==> config.mk <==
export PLATFORM = sky130hd
export DESIGN_NAME = irq_entry_exit_sequencer
export DESIGN_NICKNAME = d
export VERILOG_FILES = /design/src/rtl/irq_seq_pkg.sv /design/src/rtl/irq_entry_exit_sequencer.sv
export SDC_FILE = /design/constraint.sdc
export NUM_CORES = 1
export LEC_CHECK = 0
export BUFFER_PORTS_ARGS = -buffer_cell sky130_fd_sc_hd__buf_2
export CAP_MARGIN = 0
export CELL_PAD_IN_SITES_DETAIL_PLACEMENT = 1
export CELL_PAD_IN_SITES_GLOBAL_PLACEMENT = 1
export CORE_AREA = 8 8 110 102
export CTS_CLUSTER_SIZE = 20
export DETAILED_ROUTE_END_ITERATION = 6
export DIE_AREA = 0 0 118 110
export PLACE_DENSITY = 0.81
export SYNTH_ARGS = -nofsm -noshare
export SYNTH_HDL_FRONTEND = slang
export SYNTH_SLANG_ARGS = --single-unit
==> constraint.sdc <==
create_clock -name clock_in -period 3.6 [get_ports clock_in]
set_input_delay 0 -clock clock_in [delete_from_list [all_inputs] [get_ports clock_in]]
set_output_delay 0 -clock clock_in [all_outputs]
set_load 0.01 [all_outputs]
==> src/rtl/irq_seq_pkg.sv <==
// Package for the interrupt entry and exit sequencer.
// Assumes a single CPU clock; shared by the sequencer and its bench.
package irq_seq_pkg;
   // ----------------------------------------
   // Timing
   // ----------------------------------------
   localparam int ENTRY_CYCLES = 4;
   localparam int WAKE_EXTRA_CYCLES = 4;
   localparam int RETURN_CYCLES = 4;
   localparam int VECTOR_JUMP_CYCLES = 3;
   localparam int PC_WIDTH = 16;
   localparam int SP_WIDTH = 16;
   localparam logic [15:0] SP_STEP = 16'h0002;
   localparam logic [15:0] SP_RESET = 16'h0000;
   localparam logic [15:0] PC_RESET = 16'h0000;
   localparam logic [2:0] CNT_ZERO = 3'h0;

   // ----------------------------------------
   // Types
   // ----------------------------------------
   typedef enum logic [2:0] {
      ST_RUN,
      ST_WAKE,
      ST_ENTRY,
      ST_RETURN
   } seq_state_e;

   // Instruction strobe from the pipeline, valid for one cycle at retire
   typedef struct packed {
      logic retire;
      logic multi_busy;
      logic clear_gie;
      logic set_gie;
      logic irq_return_instr;
      logic sleep;
      logic [15:0] next_pc;
   } instr_s;

   // Stack access request to the data memory
   typedef struct packed {
      logic push;
      logic pop;
      logic [15:0] addr;
      logic [15:0] data;
   } stack_s;
endpackage

==> src/rtl/irq_entry_exit_sequencer.sv <==
// Interrupt entry and exit sequencer for an 8-bit core.
// Assumes sources hold request levels and the pipeline reports retires.
`timescale 1ns/100ps
module irq_entry_exit_sequencer #(
   parameter int NUM_IRQ = 8
) (
   // Clock and reset
   input wire logic clock_in,
   input wire logic rst_in,
   // Interrupt sources
   input wire logic [NUM_IRQ-1:0] irq_req_in,
   input wire logic [NUM_IRQ-1:0] irq_is_flag_in,
   output logic [NUM_IRQ-1:0] irq_flag_clear_out,
   // Pipeline
   input wire irq_seq_pkg::instr_s instr_in,
   input wire logic wake_ready_in,
   input wire logic [15:0] stack_pop_data_in,
   output logic hold_pipeline_out,
   output logic vector_valid_out,
   output logic [7:0] vector_index_out,
   output logic [15:0] resume_pc_out,
   output logic resume_valid_out,
   output logic asleep_out,
   output logic global_enable_out,
   output irq_seq_pkg::stack_s stack_out
);
   // ----------------------------------------
   // Arbitration
   // ----------------------------------------
   function automatic logic [7:0] lowest_index(input logic [NUM_IRQ-1:0] req);
      logic [7:0] idx;
      idx = 8'h00;
      for (int i = NUM_IRQ - 1; i >= 0; i--)
      begin
         if (req[i])
         begin
            idx = 8'(i);
         end
      end
      return idx;
   endfunction

   irq_seq_pkg::seq_state_e state;
   logic gie;
   logic guard;
   logic [2:0] cnt;
   logic [7:0] win;
   logic [15:0] sp;
   logic [15:0] saved_pc;
   logic asleep;
   logic take;
   logic any_req;

   assign any_req = |irq_req_in;
   // Clear-enable retiring this cycle blocks acceptance combinationally
   // Accept only at an instruction boundary, never mid multi-cycle op
   assign take = (state == irq_seq_pkg::ST_RUN) && gie && any_req && !guard
      && !instr_in.clear_gie
      && !instr_in.multi_busy
      && (instr_in.retire || asleep);

   // ----------------------------------------
   // Sequencing
   // ----------------------------------------
   always_ff @(posedge clock_in or posedge rst_in)
   begin
      if (rst_in)
      begin
         state <= irq_seq_pkg::ST_RUN;
         cnt <= irq_seq_pkg::CNT_ZERO;
         win <= 8'h00;
         saved_pc <= irq_seq_pkg::PC_RESET;
      end
      else
      begin
         unique case (state)
            irq_seq_pkg::ST_RUN:
            begin
               saved_pc <= instr_in.retire ? instr_in.next_pc : saved_pc;
               if (take)
               begin
                  win <= lowest_index(irq_req_in);
                  cnt <= asleep ? 3'(irq_seq_pkg::WAKE_EXTRA_CYCLES - 1)
                     : 3'(irq_seq_pkg::ENTRY_CYCLES - 1);
                  state <= asleep ? irq_seq_pkg::ST_WAKE : irq_seq_pkg::ST_ENTRY;
               end
               else if (instr_in.retire && instr_in.irq_return_instr)
               begin
                  cnt <= 3'(irq_seq_pkg::RETURN_CYCLES - 1);
                  state <= irq_seq_pkg::ST_RETURN;
               end
            end
            irq_seq_pkg::ST_WAKE:
            begin
               // Start-up time of the sleep mode is waited out first
               if (wake_ready_in)
               begin
                  if (cnt == irq_seq_pkg::CNT_ZERO)
                  begin
                     cnt <= 3'(irq_seq_pkg::ENTRY_CYCLES - 1);
                     state <= irq_seq_pkg::ST_ENTRY;
                  end
                  else
                  begin
                     cnt <= cnt - 3'h1;
                  end
               end
            end
            irq_seq_pkg::ST_ENTRY, irq_seq_pkg::ST_RETURN:
            begin
               if (cnt == irq_seq_pkg::CNT_ZERO)
               begin
                  state <= irq_seq_pkg::ST_RUN;
               end
               else
               begin
                  cnt <= cnt - 3'h1;
               end
            end
            default: state <= irq_seq_pkg::ST_RUN;
         endcase
      end
   end

   // ----------------------------------------
   // Global enable and one-instruction guard
   // ----------------------------------------
   always_ff @(posedge clock_in or posedge rst_in)
   begin
      if (rst_in)
      begin
         gie <= 1'b0;
      end
      else if (take)
      begin
         gie <= 1'b0;
      end
      else if (state == irq_seq_pkg::ST_RETURN && cnt == irq_seq_pkg::CNT_ZERO)
      begin
         gie <= 1'b1;
      end
      else if (instr_in.retire && instr_in.clear_gie)
      begin
         gie <= 1'b0;
      end
      else if (instr_in.retire && instr_in.set_gie)
      begin
         gie <= 1'b1;
      end
   end

   // Guard holds until one more instruction retires
   always_ff @(posedge clock_in or posedge rst_in)
   begin
      if (rst_in)
      begin
         guard <= 1'b0;
      end
      else if (instr_in.retire && instr_in.set_gie && !gie)
      begin
         guard <= 1'b1;
      end
      else if (state == irq_seq_pkg::ST_RETURN && cnt == irq_seq_pkg::CNT_ZERO)
      begin
         guard <= 1'b1;
      end
      else if (instr_in.retire && state == irq_seq_pkg::ST_RUN)
      begin
         guard <= 1'b0;
      end
   end

   // Sleep retiring under the guard still enters sleep before service
   always_ff @(posedge clock_in or posedge rst_in)
   begin
      if (rst_in)
      begin
         asleep <= 1'b0;
      end
      else if (take)
      begin
         asleep <= 1'b0;
      end
      else if (instr_in.retire && instr_in.sleep)
      begin
         asleep <= 1'b1;
      end
   end

   // ----------------------------------------
   // Stack and outputs
   // ----------------------------------------
   always_ff @(posedge clock_in or posedge rst_in)
   begin
      if (rst_in)
      begin
         sp <= irq_seq_pkg::SP_RESET;
      end
      else if (state == irq_seq_pkg::ST_ENTRY && cnt == 3'h2)
      begin
         sp <= sp - irq_seq_pkg::SP_STEP;
      end
      else if (state == irq_seq_pkg::ST_RETURN && cnt == 3'h2)
      begin
         sp <= sp + irq_seq_pkg::SP_STEP;
      end
   end

   always_ff @(posedge clock_in or posedge rst_in)
   begin
      if (rst_in)
      begin
         resume_pc_out <= irq_seq_pkg::PC_RESET;
         vector_index_out <= 8'h00;
      end
      else
      begin
         if (state == irq_seq_pkg::ST_RETURN && cnt == 3'h1)
         begin
            resume_pc_out <= stack_pop_data_in;
         end
         if (state == irq_seq_pkg::ST_ENTRY && cnt == 3'h1)
         begin
            vector_index_out <= win;
         end
      end
   end

   always_comb
   begin
      stack_out = '0;
      stack_out.addr = sp;
      stack_out.data = saved_pc;
      stack_out.push = (state == irq_seq_pkg::ST_ENTRY) && (cnt == 3'h2);
      stack_out.pop = (state == irq_seq_pkg::ST_RETURN) && (cnt == 3'h2);
   end

   // Handler start; the vector jump itself runs as ordinary 3-cycle code
   assign vector_valid_out = (state == irq_seq_pkg::ST_ENTRY)
      && (cnt == irq_seq_pkg::CNT_ZERO);
   assign resume_valid_out = (state == irq_seq_pkg::ST_RETURN) && (cnt == irq_seq_pkg::CNT_ZERO);
   // Flag cleared as the pc is vectored; level sources keep theirs
   assign irq_flag_clear_out = (vector_valid_out ? (NUM_IRQ'(1) << win) : '0)
      & irq_is_flag_in;
   assign hold_pipeline_out = (state != irq_seq_pkg::ST_RUN) || take;
   assign global_enable_out = gie;
   assign asleep_out = asleep;

   // ----------------------------------------
   // Checks
   // ----------------------------------------
   chk_entry_four_cycles: assert property (@(posedge clock_in) disable iff (rst_in)
      (take && !asleep) |-> ##4 vector_valid_out)
      else $error("vector not reached four cycles after acceptance");
   chk_clear_blocks: assert property (@(posedge clock_in) disable iff (rst_in)
      (instr_in.retire && instr_in.clear_gie) |=> state != irq_seq_pkg::ST_ENTRY)
      else $error("interrupt taken with clear-enable");
   chk_clear_next: assert property (@(posedge clock_in) disable iff (rst_in)
      (instr_in.retire && instr_in.clear_gie && state == irq_seq_pkg::ST_RUN) |=> !gie)
      else $error("enable still set after clear");
   chk_set_guard: assert property (@(posedge clock_in) disable iff (rst_in)
      (instr_in.retire && instr_in.set_gie && !gie && !take) |=> !take)
      else $error("interrupt taken right after set-enable");
   chk_push_entry: assert property (@(posedge clock_in) disable iff (rst_in)
      (take && !asleep) |-> ##2 stack_out.push ##1 !stack_out.push)
      else $error("no push during entry");
   chk_multi_wait: assert property (@(posedge clock_in) disable iff (rst_in)
      instr_in.multi_busy |=> state != irq_seq_pkg::ST_ENTRY)
      else $error("entry during multi-cycle instruction");
   chk_wake_extra: assert property (@(posedge clock_in) disable iff (rst_in)
      (take && asleep) |-> ##1 (state == irq_seq_pkg::ST_WAKE)[*4])
      else $error("wake path shorter than four cycles");
   chk_return_gie: assert property (@(posedge clock_in) disable iff (rst_in)
      (state == irq_seq_pkg::ST_RUN && instr_in.retire && instr_in.irq_return_instr && !take)
      |-> ##4 resume_valid_out ##1 (gie && guard))
      else $error("return sequence timing wrong");
   chk_take_clears: assert property (@(posedge clock_in) disable iff (rst_in)
      take |=> !gie)
      else $error("enable not cleared on acceptance");
   chk_flag_clear: assert property (@(posedge clock_in) disable iff (rst_in)
      (|irq_flag_clear_out) |-> vector_valid_out)
      else $error("flag cleared outside vectoring");
endmodule

# Word level (Yosys, flattened, before mapping)
# Index checks and enable logic that the tools add are counted.
# word_totals
reg_bits	73
out_inout_bits	71
ramBits	0
mem_bits_ro	0
in_bits	57
memories	0
latch_bits	0
# op_classes
n_mux	32
n_eq_ne	10
magnitude_cmp	0
multipliers	0
div_mod_pow	0
bitwise_logic	1
n_reduce_logical	38
addsub	3
n_shift	1
# ops
op	count
2-to-1 mux 8 bit	8
2-to-1 mux 16 bit	2
2-to-1 mux 3 bit	10
logical AND 1 bit	18
one-hot mux 3 bit (3 select lines)	2
adder 16 x 2 -> 16 bit (second input constant)	1
subtractor 16 x 2 -> 16 bit (second input constant)	1
equality test 3 x 2 -> 1 bit (second input constant)	3
2-to-1 mux 1 bit	9
nonzero test 3 bit	3
bitwise AND 8 bit	1
inequality test 2 bit (second input constant)	4
AND reduction 4 bit	2
OR reduction 8 bit	1
left shift 1 x 8 -> 8 bit (first input constant)	1
equality test 3 x 1 -> 1 bit (second input constant)	2
zero test 3 bit	2
zero test 1 bit	4
AND reduction 2 bit	2
nonzero test 2 bit	2
nonzero test 4 bit	1
inequality test 3 x 2 -> 1 bit (second input constant)	1
subtractor 3 x 1 -> 3 bit (second input constant)	1
logical OR 1 bit	2
other kinds (2)	2

# Longest topological paths before layout
# Gate-level depths: netlist (run 1).
# depth
word_depth	9
depth_mapped	13
ltp_nobuf	12

# Worst setup path after synthesis (run 1)
# OpenSTA, ideal clock, no wires.
# synth_path
path_kind	reg2reg
start	register cnt[0]
end	register sp[11]
setup_time_ps	79
required_ps	3521
t_arrival_ps	2654
stages_incl_launch_ff	14
path_slack_ps	867
cell_sequence	dfrtp_1 -> inv_1 -> ha_1 -> and3b_4 -> nand2_4 -> inv_4 -> buf_2 -> xor2_1 -> ha_1 -> nand4_1 -> or2_2 -> a22oi_1 -> mux2i_1 -> xor2_1
# synth_rtl
element	line	text
start, declared	irq_entry_exit_sequencer.sv:46	logic [2:0] cnt;
start signal, assigned	irq_entry_exit_sequencer.sv:70	cnt <= irq_seq_pkg::CNT_ZERO;
start signal, assigned	irq_entry_exit_sequencer.sv:83	cnt <= asleep ? 3'(irq_seq_pkg::WAKE_EXTRA_CYCLES - 1)
start signal, assigned	irq_entry_exit_sequencer.sv:89	cnt <= 3'(irq_seq_pkg::RETURN_CYCLES - 1);
end signal, assigned	irq_entry_exit_sequencer.sv:197	sp <= irq_seq_pkg::SP_RESET;
end signal, assigned	irq_entry_exit_sequencer.sv:201	sp <= sp - irq_seq_pkg::SP_STEP;
end signal, assigned	irq_entry_exit_sequencer.sv:205	sp <= sp + irq_seq_pkg::SP_STEP;
end, declared	irq_entry_exit_sequencer.sv:48	logic [15:0] sp;

# Worst setup path after layout (run 1)
# layout_path
start	register cnt[0]
end	register sp[11]
# layout_between
elab_chain_len	3
# layout_lines
element	line
equality test 3 x 2 -> 1 bit *	irq_entry_exit_sequencer.sv:199, irq_entry_exit_sequencer.sv:203
logical AND 1 bit, on equally long branches	irq_entry_exit_sequencer.sv:199, irq_entry_exit_sequencer.sv:203
2-to-1 mux 16 bit / nonzero test 2 bit (equally long branches)	-
# Every way passes the cells marked *; elsewhere a longest branch is shown, timed or not.
# A chain may end at the register's enable or synchronous reset.

==> results of run 1 <==
## power breakdown
part           switching (µW)  total (µW)  internal [µW]
clock network             291         610            319
logic                     788        1490            698
registers                 363        1370           1010
total                    1440        3470           2020
## registers in the layout, indices dropped and copies added (netlist names)
signal,cells
vector_index_out,3
win,3
global_enable_out,1
guard,1
asleep_out,1
cnt,3
saved_pc,16
state,2
sp,15
resume_pc_out,16
## cells in the mapped netlist (7+ instances only)
cell type	instances	area (µm²)
mux2_2	35	394
xnor2_1	8	70.1
nand2_1	22	82.6
clkbuf_1	11	41.3
inv_1	10	37.5
nor4_1	8	50.1
and3_1	15	93.8
nor3_1	7	35.0
a21oi_1	14	70.1
dfrtp_1	61	1530
nor2_1	15	56.3
## final timing paths
check / start / to / slack (ns) / depth (start not counted)
setup / recovery: cnt[0] / sp[11] / 0.63 / 12
hold / removal: irq_req_in[2] / win[2] / 0.03 / 3
setup reg to reg: cnt[0] / sp[11] / 0.63 / 12
hold reg to reg: saved_pc[10] / saved_pc[10] / 0.50 / 1
max in group asynchronous: rst_in / asleep_out / 2.38 / 4
min in group asynchronous: rst_in / resume_pc_out[12] / 0.39 / 3
## per-layer routing
metal | global-route usage | routed length, µm | vias up
met2 | 0.300 | 5520 | 106
met3 | 0.0438 | 623 | 19
met5 | 0 | 0 | -
li1 | - | - | 1445
met1 | 0.196 | 4570 | 1524
met4 | 0.0639 | 206 | 0
## metrics by stage
step / worst slack [ns] / total power [µW] / hold WS, ns / utilization / area, µm²
after floorplan: 0.867 / 2220 / 0.0974 / - / 3290
after global placement: 0.869 / 2730 / 0.213 / 0.421 / 3960
after detailed placement: 0.696 / 2810 / 0.222 / 0.421 / 3960
after CTS: 0.648 / 3470 / 0.00849 / 0.485 / 4560
after global routing: 0.390 / 3730 / 0.0405 / 0.485 / 4560
final: 0.629 / 3470 / 0.0311 / 0.485 / 4560
## cell families (layout without fill, tap and decap cells)
| family | Yosys count | after routing | synth area share |
|---|---|---|---|
| XOR/XNOR | 14 | 14 | 0.0375 |
| buffers and inverters | 35 | 192 | 0.0493 |
| adder cells (fa/ha/maj) | 5 | 5 | 0.0191 |
| other | 1 | 6 | 0.00115 |
| flip-flops | 61 | 61 | 0.466 |
| AO/OA/AOI/OAI | 50 | 50 | 0.103 |
| AND/OR/NAND/NOR | 110 | 110 | 0.191 |
| multiplexers | 39 | 39 | 0.133 |
## critical path: stages, from the launching register on
cell     delay, ns
dfrtp_1       0.43
inv_1         0.15
ha_1          0.19
and3b_4       0.25
nand2_4       0.07
inv_4         0.15
xor2_1        0.17
ha_1          0.31
nand4_1       0.16
or2_2         0.35
a22oi_1       0.26
mux2i_1       0.25
xor2_1        0.16
## layout by cell type, fill, tap and decap left out, types with 5 or more instances in the layout
| master | netlist | final |
|---|---|---|
| o21ai_0 | 6 | 6 |
| nor3_1 | 7 | 7 |
| ha_1 | 5 | 5 |
| buf_2 | 4 | 121 |
| xnor2_1 | 8 | 8 |
| and3_1 | 15 | 15 |
| nand4_1 | 6 | 6 |
| xor2_1 | 6 | 6 |
| nor2_1 | 15 | 15 |
| nor4_1 | 8 | 8 |
| dlygate4sd3_1 | 0 | 41 |
| clkbuf_8 | 0 | 9 |
| conb_1 | 1 | 6 |
| nand3_1 | 5 | 5 |
| dfrtp_1 | 61 | 61 |
| mux2_2 | 35 | 35 |
| a21oi_1 | 14 | 14 |
| inv_1 | 10 | 9 |
| a31oi_1 | 6 | 6 |
| nand2_1 | 22 | 22 |
## layout make-up
class	count	share of cell area
Clock buffer	10	0.0280
Clock inverter	6	0.0140
Inverter	12	0.0104
Multi-Input combinational cell	224	0.352
Sequential cell	61	0.335
Tap cell	126	0.0346
Timing Repair Buffer	164	0.226
## repair_timing
action	4_1_cts	5_1_grt
hold buffers	41	0
hold endpoints to repair	77	0
gates resized for setup	0	0
setup buffers	0	0
==> results.json, run 1 <==
{
  "hold_class": "in -> reg",
  "io_buffers": 121,
  "yosysUniqueCellTypes": 57,
  "max_slew.worst_pin.slew_ns": 0.843,
  "final_cells": 603,
  "synth_edf_count": 0,
  "layout_min_cycle_time_ns": 2.97,
  "finalHoldViolCount": 0,
  "max_freq_ghz": 0.337,
  "die_area_um2": 13000,
  "ant_nets": 0,
  "routed_via_density": 5.13,
  "cts_max_level": 3,
  "synth_seq_area_share": 0.466,
  "power.density_nw_per_um2": 761,
  "die_w_um": 118,
  "crit_fanout": 17,
  "critical_path_arrival_ns": 3.24,
  "grt_pass1_vias": 3379,
  "layout-area-overhead-vs-synth_pct": 39.3,
  "drc": 0,
  "status": "finished, final reports clean",
  "drt_first_pass_iters": 4,
  "setup_violations": 0,
  "num_vias": 3094,
  "ys_warn_count": 0,
  "layout-drive-gt1-share": 0.384,
  "cap_violations": 0,
  "total_leakage_power_uw": 0.00213,
  "multi_input_area_um2": 1600,
  "grt_usage": 0.169,
  "initial_core_util": 0.348,
  "core_um2": 9400,
  "fin_crit_sh": 0.825,
  "peakVddDrop_mv": 0.265,
  "dp_cells": 546,
  "fin_nets": 534,
  "io_pins": 128,
  "async_flop_share": 1.00,
  "synth_cells": 315,
  "diodes": 0,
  "die_y_um": 110,
  "rsz0062_at_grt": "false",
  "fp-row-count": 34,
  "antenna_found_initial": 0,
  "path_class": "reg -> reg",
  "grt_pass1_wl_um": 17700,
  "slew_viol_final": 0,
  "wl_per_cell_um": 18.1,
  "avgSynthCellArea_um2": 10.4,
  "relSlewSlack": 0.437,
  "root_buffer": "clkbuf_8",
  "grt_max_degree": 42,
  "clk_pin_slew_ns": 0.07,
  "clkLatencyLatePin_ns": 0.34,
  "hpwl_um": 7630,
  "grt.overflow.total": 0,
  "gp_congestion": 0.852,
  "ys_ff_latch": 61,
  "regArea_um2": 1530,
  "fill_cells": 1087,
  "drt_iter0_drc": 157,
  "skew_ns": 0.00826,
  "cts_tree": "built",
  "endpoint_kind": "register",
  "synth-main-ff-cell": "dfrtp_1",
  "start_kind": "register",
  "finalSetupTns_ns": 0,
  "clkSinkCount": 61,
  "numCtsBuffers": 9,
  "clock_path_buffers": 2,
  "crit_required_ns": 3.87,
  "syn_area_um2": 3270,
  "finalWirelength_um": 10900
}
(Power assumes the default switching activity.)
==> inputs of run 2 (changes only) <==
clock period = 3 ns   (was 3.6 ns; I/O delays follow)
==> results.json, run 2 (same netlist as run 1, synthesis figures left out) <==
{
  "status": "finished, final reports clean",
  "path_class": "reg -> reg",
  "relSlewSlack": 0.458,
  "drt_iter0_drc": 167,
  "antenna_found_initial": 0,
  "dp_cells": 547,
  "io_pins": 128,
  "multi_input_area_um2": 1610,
  "fp-row-count": 34,
  "layout-drive-gt1-share": 0.391,
  "cap_violations": 0,
  "cts_max_level": 3,
  "grt_usage": 0.172,
  "drt_first_pass_iters": 4,
  "top_regs": "resume_pc_out x16, saved_pc x16, sp x15",
  "final_common_cell": "buf_2",
  "io_buffers": 121,
  "die_w_um": 118,
  "clkSinkCount": 61,
  "hold_class": "in -> reg",
  "cpMaxStageDelayCell": "dfrtp_1",
  "regArea_um2": 1530,
  "placed_cell_area_um2": 3960,
  "endpoint_kind": "register",
  "core_um2": 9400,
  "max_slew.worst_pin.slew_ns": 0.811,
  "total_leakage_power_uw": 0.00214,
  "diodes": 0,
  "seqPwrFrac": 0.387,
  "fin_nets": 535,
  "final_cell_mix": "buf_2 (121), dfrtp_1 (61), dlygate4sd3_1 (40)",
  "clk_pin_slew_ns": 0.07,
  "ant_nets": 0,
  "skew_ns": 0.0105,
  "grt.overflow.total": 0,
  "p_int_uw": 2470,
  "num_vias": 3126,
  "crit_fanout": 17,
  "setup_violations": 0,
  "p_clk_frac": 0.178,
  "finalHoldViolCount": 0,
  "drc": 0,
  "layout_min_cycle_time_ns": 2.75,
  "netSwitchingPower_uw": 1730,
  "start_kind": "register",
  "gp_congestion": 0.880,
  "numCtsBuffers": 9,
  "power.density_nw_per_um2": 918,
  "slew_viol_final": 0,
  "wl_per_cell_um": 18.3,
  "root_buffer": "clkbuf_8",
  "fill_cells": 1089,
  "path_common_cell": "xor2_1",
  "grt_pass1_vias": 3400,
  "cts_tree": "built",
  "layout-area-overhead-vs-synth_pct": 39.9,
  "peakVddDrop_mv": 0.293,
  "p_sw_frac": 0.411,
  "clkLatencyLatePin_ns": 0.33,
  "rsz0062_at_grt": "false",
  "initial_core_util": 0.348,
  "path_cells": "inv_2 -> ha_1 -> and3b_4 -> nand2_4 -> inv_6 -> xor2_1 -> ha_2 -> nand4_1 -> or2_2 -> a22oi_1 -> mux2i_1 -> xor2_1",
  "combPwrFrac": 0.435,
  "hpwl_um": 7780,
  "crit_required_ns": 3.25,
  "grt_pass1_wl_um": 18000,
  "grt_max_degree": 42,
  "routed_via_density": 5.18,
  "final_cells": 604,
  "finalWirelength_um": 11000,
  "finalSetupTns_ns": 0,
  "crit_path_max_incr_delay_ns": 0.43,
  "critical_path_arrival_ns": 3.00,
  "finalInstanceArea_um2": 4580,
  "max_freq_ghz": 0.364,
  "die_area_um2": 13000,
  "fin_crit_sh": 0.917,
  "die_y_um": 110,
  "clock_path_buffers": 2
}
run 2: power groups by stage:
stage	registers, µW	logic [µW]	clock network, µW
floorplan	1620	1050	0
global placement	1590	1700	0
detailed placement	1620	1760	0
CTS	1610	1810	769
global route	1700	2020	807
finish	1630	1830	750
run 2: worst paths after layout:
path	start	to	slack, ns	cells past startpoint
worst max-delay path	cnt[0]	sp[11]	0.25	12
worst min register to register	resume_pc_out[6]	resume_pc_out[6]	0.51	1
min in group asynchronous	rst_in	resume_pc_out[14]	0.23	3
worst min-delay path	instr_in[19]	global_enable_out	0.02	3
max in group asynchronous	rst_in	saved_pc[10]	1.87	4
worst max register to register	cnt[0]	sp[11]	0.25	12
run 2: what timing repair did:
item	in CTS	in global routing
resized for setup	0	3
endpoints found under the hold margin	56	0
hold buffers	40	0
setup buffers	0	1
setup endpoints to repair	0	2
run 2: area by class of cell:
| class | count | area share |
|---|---|---|
| multi-input combinational | 224 | 0.351 |
| timing repair buffer | 165 | 0.226 |
| tap | 126 | 0.0344 |
| inverter | 12 | 0.0109 |
| clock inverter | 5 | 0.0131 |
| sequential | 61 | 0.333 |
| clock buffer | 11 | 0.0309 |
run 2: critical path, delay by kind of cell, from the launching register on:
family          cells  cell delay (ns)
simple gates        4             0.80
flops               1             0.43
fa+ha+maj           2             0.42
xor+xnor            2             0.31
buf+inv             2             0.24
mux                 1             0.24
compound gates      1             0.23
run 2: stage by stage:
step,hold WS (ns),util,setup WS [ns],power (µW)
3_3_place_gp,0.0390,0.422,0.268,3290
2_1_floorplan,0.0974,-,0.267,2670
3_5_place_dp,0.0464,0.422,0.125,3380
4_1_cts,0.0143,0.486,0.118,4190
5_1_grt,0.0369,0.487,0.0220,4530
6_report,0.0235,0.487,0.249,4200
run 2: metal layers:
layer  vias up  GRT usage  part of all wire
li1       1455          -                 -
met1      1569      0.197              0.41
met2        89      0.313              0.52
met3        13     0.0468             0.054
met4         0     0.0484             0.012
met5         -          0                 0
